File: src/pcs_pkg.sv
// Package for the per-port command shadow register bank.
// Assumes a 16-bit config-space access port and an EEPROM/I2C preload port.
package pcs_pkg;
    localparam int          PCS_NPORTS    = 9;
    localparam logic [11:0] PCS_OFF_P0    = 12'hE00;
    localparam logic [11:0] PCS_OFF_P1    = 12'hE02;
    localparam logic [11:0] PCS_OFF_P2    = 12'hE04;
    localparam logic [11:0] PCS_OFF_P8    = 12'hE10;
    localparam logic [11:0] PCS_OFF_P9    = 12'hE12;
    localparam logic [11:0] PCS_OFF_P10   = 12'hE14;
    localparam logic [11:0] PCS_OFF_P12   = 12'hE18;
    localparam logic [11:0] PCS_OFF_P13   = 12'hE1A;
    localparam logic [11:0] PCS_OFF_P14   = 12'hE1C;
    localparam int          PCS_BIT_IO    = 0;
    localparam int          PCS_BIT_MEM   = 1;
    localparam int          PCS_BIT_BM    = 2;
    localparam int          PCS_BIT_SERR  = 8;
    localparam logic [15:0] PCS_WMASK     = 16'h0107;
    localparam logic [15:0] PCS_RESET_VAL = 16'h0000;
    // Visible port numbers of the access ports
    localparam logic [3:0]  PCS_VIS_A     = 4'h0;
    localparam logic [3:0]  PCS_VIS_B     = 4'h8;
    localparam logic [3:0]  PCS_VIS_C     = 4'hC;
    typedef enum logic [1:0] {
        PCS_TLP_MEM = 2'b00,
        PCS_TLP_IO  = 2'b01,
        PCS_TLP_MSG = 2'b10,
        PCS_TLP_CPL = 2'b11
    } pcs_tlp_t;
endpackage

File: src/pcs_cmd_bank.sv
// Bank of nine per-port command registers with their traffic gates.
// Assumes one config access per cycle from one of the three visible ports.
`timescale 1ns/1ps
`default_nettype none
module pcs_cmd_bank
    import pcs_pkg::*;
#(
    parameter int NP = PCS_NPORTS                      // Number of ports in the bank
)(
    input  wire logic          clk,         // Core clock, 10 MHz
    input  wire logic          rst_n,       // Sync reset, active low
    input  wire logic [3:0]    cfg_port,    // Port whose config space is accessed
    input  wire logic          cfg_wr,      // Config write strobe
    input  wire logic          cfg_rd,      // Config read strobe
    input  wire logic [11:0]   cfg_addr,    // Config byte offset
    input  wire logic [15:0]   cfg_wdata,   // Write data
    output logic [15:0]        cfg_rdata,   // Read data, registered
    output logic               cfg_hit,     // Read/write decoded, registered
    input  wire logic          ld_en,       // EEPROM/I2C preload strobe
    input  wire logic [11:0]   ld_addr,     // Preload offset
    input  wire logic [15:0]   ld_data,     // Preload data
    input  wire logic [NP-1:0] pri_req,     // Primary request strobes
    input  wire logic [2*NP-1:0] pri_type,  // Primary request types
    input  wire logic [NP-1:0] sec_req,     // Secondary request strobes
    input  wire logic [2*NP-1:0] sec_type,  // Secondary request types
    input  wire logic [NP-1:0] sec_np,      // Secondary non-posted flags
    input  wire logic [NP-1:0] err_det,     // Detected errors per port
    input  wire logic [NP-1:0] brg_fwd_err, // Bridge error forward enables
    output logic [NP-1:0]      pri_accept,  // Primary accept per port
    output logic [NP-1:0]      up_fwd,      // Upstream forward per port
    output logic [NP-1:0]      ur_cpl,      // UR completion per port
    output logic [NP-1:0]      err_report,  // Error report per port
    output logic [NP-1:0]      sig_serr,    // Signaled system error per port
    output logic [16*NP-1:0]   cmd_out      // Command words, for other logic
);
    localparam logic [11:0] OFFS [PCS_NPORTS] = '{PCS_OFF_P0, PCS_OFF_P1, PCS_OFF_P2,
        PCS_OFF_P8, PCS_OFF_P9, PCS_OFF_P10, PCS_OFF_P12, PCS_OFF_P13, PCS_OFF_P14};

    typedef struct packed {
        logic [NP-1:0][15:0] cmd;
        logic [15:0]         rdata;
        logic                hit;
    } pcs_bank_st_t;
    pcs_bank_st_t st_r, st_nxt;
    logic vis;
    logic [15:0] rsel;
    logic any;

    // Only the three visible ports see the bank
    assign vis = (cfg_port == PCS_VIS_A) || (cfg_port == PCS_VIS_B)
              || (cfg_port == PCS_VIS_C);

    // Register update: preload first, config write overrides same word
    always_comb begin
        st_nxt = st_r;
        rsel   = '0;
        any    = 1'b0;
        for (int i = 0; i < NP; i++) begin
            if (ld_en && ld_addr == OFFS[i])
                st_nxt.cmd[i] = ld_data & PCS_WMASK;
            if (vis && cfg_wr && cfg_addr == OFFS[i])
                st_nxt.cmd[i] = cfg_wdata & PCS_WMASK;
            if (cfg_addr == OFFS[i]) begin
                rsel = st_r.cmd[i] & PCS_WMASK;
                any  = 1'b1;
            end
        end
        st_nxt.hit   = vis && (cfg_rd || cfg_wr) && any;
        st_nxt.rdata = (vis && cfg_rd && any) ? rsel : 16'h0000;
    end

    // State register
    always_ff @(posedge clk) begin
        if (!rst_n) begin
            st_r.cmd   <= '0;
            st_r.rdata <= PCS_RESET_VAL;
            st_r.hit   <= 1'b0;
        end else begin
            st_r <= st_nxt;
        end
    end

    assign cfg_rdata = st_r.rdata;
    assign cfg_hit   = st_r.hit;

    // One gate per port
    for (genvar g = 0; g < NP; g++) begin : g_port
        assign cmd_out[16*g +: 16] = st_r.cmd[g];
        pcs_port_gate u_gate (
            .clk         (clk),
            .rst_n       (rst_n),
            .cmd         (st_r.cmd[g]),
            .pri_req     (pri_req[g]),
            .pri_type    (pcs_tlp_t'(pri_type[2*g +: 2])),
            .sec_req     (sec_req[g]),
            .sec_type    (pcs_tlp_t'(sec_type[2*g +: 2])),
            .sec_np      (sec_np[g]),
            .err_det     (err_det[g]),
            .brg_fwd_err (brg_fwd_err[g]),
            .pri_accept  (pri_accept[g]),
            .up_fwd      (up_fwd[g]),
            .ur_cpl      (ur_cpl[g]),
            .err_report  (err_report[g]),
            .sig_serr    (sig_serr[g])
        );
    end

    // Every port's gate, so a slip between port index and gate instance shows up
    for (genvar gp = 0; gp < NP; gp++) begin : g_chk

    end
endmodule // pcs_cmd_bank
`default_nettype wire

File: src/pcs_port_gate.sv
// One port's gating of traffic and error reporting by its command word.
// Assumes request strobes are single-cycle and synchronous to clk.
`timescale 1ns/1ps
`default_nettype none
module pcs_port_gate
    import pcs_pkg::*;
(
    input  wire logic        clk,          // Core clock
    input  wire logic        rst_n,        // Sync reset, active low
    input  wire logic [15:0] cmd,          // Command word of this port
    input  wire logic        pri_req,      // Primary-side request strobe
    input  wire pcs_tlp_t    pri_type,     // Its type
    input  wire logic        sec_req,      // Secondary-side request strobe
    input  wire pcs_tlp_t    sec_type,     // Its type
    input  wire logic        sec_np,       // Secondary request is non-posted
    input  wire logic        err_det,      // Fatal/non-fatal error detected
    input  wire logic        brg_fwd_err,  // Bridge-control error forward enable
    output logic             pri_accept,   // Port responds on primary
    output logic             up_fwd,       // Forward upstream
    output logic             ur_cpl,       // Return UR completion
    output logic             err_report,   // Report error to root complex
    output logic             sig_serr      // Signaled system error status
);
    typedef struct packed {
        logic acc;
        logic fwd;
        logic ur;
        logic rep;
        logic sse;
    } pcs_gate_st_t;
    pcs_gate_st_t st_r, st_nxt;
    logic is_req_s;

    // Decode and forward decisions, registered one cycle after the strobe
    always_comb begin
        is_req_s   = (sec_type == PCS_TLP_MEM) || (sec_type == PCS_TLP_IO);
        st_nxt     = '0;
        st_nxt.sse = st_r.sse;
        st_nxt.acc = pri_req && ((pri_type == PCS_TLP_IO && cmd[PCS_BIT_IO])
                   || (pri_type == PCS_TLP_MEM && cmd[PCS_BIT_MEM])
                   || pri_type == PCS_TLP_MSG || pri_type == PCS_TLP_CPL);
        if (sec_req) begin
            // Messages and completions pass regardless of bus mastering
            st_nxt.fwd = !is_req_s || cmd[PCS_BIT_BM];
            st_nxt.ur  = is_req_s && !cmd[PCS_BIT_BM] && sec_np;
        end
        st_nxt.rep = err_det && cmd[PCS_BIT_SERR];
        // Status is sticky until reset; software clear lives outside this bank
        if ((err_det || brg_fwd_err) && cmd[PCS_BIT_SERR]) begin
            st_nxt.sse = 1'b1;
        end
    end

    // State register
    always_ff @(posedge clk) begin
        if (!rst_n) st_r <= '0;
        else        st_r <= st_nxt;
    end

    assign pri_accept = st_r.acc;
    assign up_fwd     = st_r.fwd;
    assign ur_cpl     = st_r.ur;
    assign err_report = st_r.rep;
    assign sig_serr   = st_r.sse;
endmodule // pcs_port_gate
`default_nettype wire

File: config.mk
export PLATFORM = sky130hd
export DESIGN_NAME = pcs_cmd_bank
export DESIGN_NICKNAME = d
export VERILOG_FILES = /design/src/pcs_pkg.sv /design/src/pcs_cmd_bank.sv /design/src/pcs_port_gate.sv
export SDC_FILE = /design/constraint.sdc
export NUM_CORES = 1
export LEC_CHECK = 0
export BUFFER_PORTS_ARGS = -buffer_cell sky130_fd_sc_hd__buf_2
export CORE_AREA = 2 2 136 138
export DETAILED_ROUTE_END_ITERATION = 7
export DIE_AREA = 0 0 138 140
export HOLD_SLACK_MARGIN = 0.06
export SYNTH_ARGS = -nofsm -noshare
export SYNTH_HDL_FRONTEND = slang
export SYNTH_SLANG_ARGS = --single-unit
File: constraint.sdc
create_clock -name clk -period 2.2 [get_ports clk]
set_input_delay 0.22 -clock clk [delete_from_list [all_inputs] [get_ports clk]]
set_output_delay 0.22 -clock clk [all_outputs]
set_load 0.03 [all_outputs]
-- Yosys cells after proc, flatten, opt, wreduce, memory -nomap -nowiden
Cells that the tools add are included.
- reductions and logical operators: 200
- mux-type cells: 36
- bitwise logic cells: 2
- eq/ne operators: 56
- operators with widths (operator ; number):
    $mux W9 ; 27
    $eq A12 B12 Y1 const B ; 18
    $logic_and A1 B1 Y1 ; 86
    $logic_or A1 B1 Y1 ; 57
    $eq A2 B1 Y1 const B ; 18
    $eq A2 B2 Y1 const B ; 18
    $logic_not A2 Y1 ; 18
    $reduce_and A2 Y1 ; 10
    $logic_not A1 Y1 ; 18
    $reduce_bool A2 Y1 ; 9
    $reduce_or A10 Y1 ; 1
    $mux W1 ; 9
    $eq A4 B4 Y1 const B ; 2
    $logic_not A4 Y1 ; 1
    $not A1 Y1 ; 2
- logic and storage cells: 351
- input bits: 146
- register bits after elaboration: 98

-- Logic depth before layout (Yosys ltp)
- depth in word-level cells: 13
- mapped depth: 6
- gate-level depth less buffers: 5

-- Hierarchy
Synthesis repeated with hierarchy kept, for this count alone.
- cells, all modules: 532
- area total of the unflattened synthesis: 4956.0 um^2
- by module, submodules not included (module ; instances ; area an instance (um^2) ; cells each):
    pcs_cmd_bank ; 1 ; 3492.1 ; 415
    pcs_port_gate ; 9 ; 162.7 ; 13

-- Worst setup path before layout
No wires, ideal clock.
- path kind: input port to flip-flop
- from: input ld_addr[3]
- to: register cmd_out[56] (netlist name)
- cell stages on the path: 6
- library setup time: 0.116 ns
- path buffers: 1
- slack: 0.567 ns
- arrival time: 1.517 ns
- path through: buf_6 > or4b_4 > nor4_4 > mux2i_1 > nand2_1 > o211a_1
- longest elaborated chain between the ends: 3
- ends and longest elaborated chain (element ; RTL line ; RTL):
    from (decl) ; pcs_cmd_bank.sv:20 ; input wire logic [11:0] ld_addr,
    $eq A12 B12 Y1 ; pcs_cmd_bank.sv:59 ; if (ld_en && ld_addr == OFFS[i])
    $logic_and A1 B1 Y1 ; pcs_cmd_bank.sv:59 ;
    $reduce_bool A2 Y1 (no source line) ; - ;
Every way passes these cells.
A chain may end at the register's enable or synchronous reset.

-- Final worst setup path
- from: input cfg_port[2]
- to: register cmd_out[72] (netlist name)
- longest elaborated chain between the ends: 6
- ends and longest elaborated chain (element ; RTL line ; RTL):
    from (decl) ; pcs_cmd_bank.sv:12 ; input wire logic [3:0] cfg_port,
    $eq A4 B4 Y1 or $logic_not A4 Y1 (tied branches) ; pcs_cmd_bank.sv:50 ; assign vis = (cfg_port == PCS_VIS_A) || (cfg_port == PCS_VIS_B)
    $logic_or A1 B1 Y1 ; pcs_cmd_bank.sv:50 ;
    $logic_or A1 B1 Y1 (*) ; pcs_cmd_bank.sv:51 ; || (cfg_port == PCS_VIS_C);
    $logic_and A1 B1 Y1 (*) (2 in series) ; pcs_cmd_bank.sv:61 ; if (vis && cfg_wr && cfg_addr == OFFS[i])
    $mux W9 or $reduce_bool A2 Y1 (tied branches) ; - ;
Mark *: on every way between the ends. The rest lies on a longest branch, timed or not.

==> reports/metrics.cfg <==
[setup_path]
rr_startpoint = cmd_out[0]$_SDFFE_PN0P_
r2r-end = cfg_rdata[0]$_SDFF_PN0_
startpoint = cfg_port[2]
path_max_fanout = 9
cp_slowest_stage_delay_ns = 0.67
critical_path.endpoint_type = register
worstRegToRegCells = 4
worstPathArrival_ns = 1.87
r2r_setup_slack_ns = 1.03
setup.worst_path.start_class = primary input
cp.required_ns = 2.44
critPathSlowestCell = a2111oi_4
path_cells = buf_2 -> a2111oi_4 -> nand4_1 -> o211a_1
crit_type = in2reg

[route]
wl_per_cell_um = 15.5
drc = 0
first_pass_iters = 4
routed_via_density = 4.35
wl_mm = 15.0
postRouteAntennaNets = 0
drt_iter0_drc = 249
vias = 4211

[layout]
area_growth_pct = 14.0
drive_above_1_share = 0.322
final_cells = 967
nets = 877
fill_cells = 1892

[sta]
setup_violations = 0
min_period_ns = 1.63
fmax_mhz = 612
slew_viol_final = 0
max_slew_margin = 0.479
rsz0062_at_grt = false
skew_ns = 0.00451
worst_pin_slew_ns = 0.782
finalHoldViolations = 0
fin_tns_setup_ns = 0
period_share = 0.742

[clocking]
numCtsBuffers = 9
cts.repair.resized = 0
cts.sinks = 86
cts_hold_buf = 0
clk_latency_ns = 0.35
cts_tree = done
cts_setup_buffers = 0
cts_max_level = 3
clockBufferDepth = 2
cts-root-buf = clkbuf_16
cts.clk_slew.worst_paths_ns = 0.07

[logic_synthesis]
synth_seq_cells = 86
yosys-top-cells-count = buf_4, dfxtp_1, nand2_1, mux2i_1, nor2_1
yosysTopAreaCell = dfxtp_1
avgSynthCellArea_um2 = 8.98
yosysMostFrequentCell = buf_4
synth_top_area_share = 0.327
synth_async_sr_flop_share = 0
yosysSeqAreaShare = 0.327
synthesis.area_um2 = 5270
yosys_most_used_dff = dfxtp_1
ys_types = 47
yosys_warnings = 0
synth.top_cells.by_area = dfxtp_1, buf_4, mux2i_1
synth_edf_count = 0
syn_inst = 587

[place]
place_inst = 949
numPortBuffers = 198
gp_congestion = 0.843
hpwl_mm = 11.5

[hold_path]
hold_class = in2reg
worstHoldStart = sec_np[0]
whs_path_depth = 3
holdPathEnd = g_port[0].u_gate.ur_cpl$_SDFF_PN0_

[power_and_ir_drop]
seqPwrFrac = 0.422
comb_power_share = 0.159
swShare = 0.304
p_switching_mw = 1.14
ir_worst_vdd_mv = 0.380
p_int_mw = 2.60
pwr_density_cell_nw_per_um2 = 623
power_leakage_nw = 3.38
power_mw = 3.74
clkPwrFrac = 0.419

[outcome]
status = completed

[grt]
track_usage = 0.148
grt_max_degree = 73
grt_pass1_wl_mm = 21.8
grt.overflow.total = 0
first_global_vias = 3593
antenna_found_initial = 2

[job]
cap_violations = 0

[die]
core_um2 = 17800
start_util = 0.296
die-area_um2 = 19300
die_h_um = 140
ioPinCount = 352
dieWidth_um = 138
rows = 49

-- cell type report --
type | instances | area [um2] | share of cell area
clock buffers | 11 | 243 | 0.0404
inverters | 5 | 18.8 | 0.00312
multi-input cells | 425 | 2630 | 0.438
clock inverters | 4 | 47.5 | 0.00792
repair buffers | 204 | 1050 | 0.175
flip-flops and latches | 86 | 1720 | 0.287
well taps | 229 | 287 | 0.0477
diodes | 3 | 7.51 | 0.00125
-- stage by stage --
stage | worst slack (ns) | util | hold WS (ns) | area, um2
after floorplan | 0.567 | - | 0.334 | 5720
after global placement | 0.263 | 0.321 | 0.438 | 5710
after detailed placement | 0.251 | 0.321 | 0.441 | 5710
after CTS | 0.624 | 0.337 | 0.0672 | 6000
after global routing | 0.489 | 0.338 | 0.0717 | 6000
final | 0.567 | 0.338 | 0.0809 | 6010
-- power groups by stage --
| stage | clock network (mW) | registers, mW | logic, mW |
|---|---|---|---|
| after CTS | 1.63 | 1.58 | 0.591 |
| after floorplan | 0 | 1.61 | 0.619 |
| after detailed placement | 0 | 1.61 | 0.590 |
| after global placement | 0 | 1.61 | 0.588 |
| after global routing | 1.70 | 1.58 | 0.633 |
| final | 1.57 | 1.58 | 0.596 |
-- critical path: cells and delay by family --
kind | cells | cell delay [ns]
and+or+nand+nor | 1 | 0.50
buffers and inverters | 1 | 0.13
AOI/OAI and AO/OA | 2 | 1.02
-- cell families after synthesis --
family          after synthesis  share of synthesized area
mux                          50                     0.0971
simple gates                138                      0.150
xor+xnor                      1                    0.00166
buf+inv                     195                      0.258
flops                        86                      0.327
other cells                   1                   0.000711
compound gates              116                      0.165
-- how the worst max path moves through the flow --
stage | endpoint | cells past startpoint | slack (ns)
2_1_floorplan | cmd_out[56]$_SDFFE_PN0P_ | 6 | 0.57
3_3_place_gp | cmd_out[64]$_SDFFE_PN0P_ | 6 | 0.26
3_5_place_dp | cmd_out[72]$_SDFFE_PN0P_ | 6 | 0.25
4_1_cts | cmd_out[72]$_SDFFE_PN0P_ | 6 | 0.62
5_1_grt | cmd_out[24]$_SDFFE_PN0P_ | 5 | 0.49
6_report | cmd_out[72]$_SDFFE_PN0P_ | 4 | 0.57
-- layer usage --
layer,global-route usage,vias up,wire [um]
met5,0,-,0
met3,0.0410,17,1240
met4,0.0499,0,248
li1,-,2073,-
met2,0.235,197,7050
met1,0.194,1924,6490
-- flip-flops by register name, indices dropped and copies added (netlist names) --
signal                    count
cmd_out                      36
g_port.u_gate.up_fwd          9
cfg_rdata                     4
cfg_hit                       1
g_port.u_gate.ur_cpl          9
g_port.u_gate.pri_accept      9
g_port.u_gate.err_report      9
g_port.u_gate.sig_serr        9
-- cell usage in the layout, fill, tap and decap left out, types with 4 or more instances in the layout --
master and instances:
inv_1 5, clkbuf_16 9, o211ai_1 4, dfxtp_1 86
buf_2 198, mux2_2 9, conb_1 120, nor3_1 4
nand2_1 44, nor4_4 4, and3_1 10, o211a_1 30
nor2_1 32, o21a_1 25, mux2i_1 41, a21oi_1 20
buf_4 5, nand4_1 13, nand3_1 4, a22oi_1 4
o21ai_0 22
No activity file was read; power rests on OpenSTA's default activity.
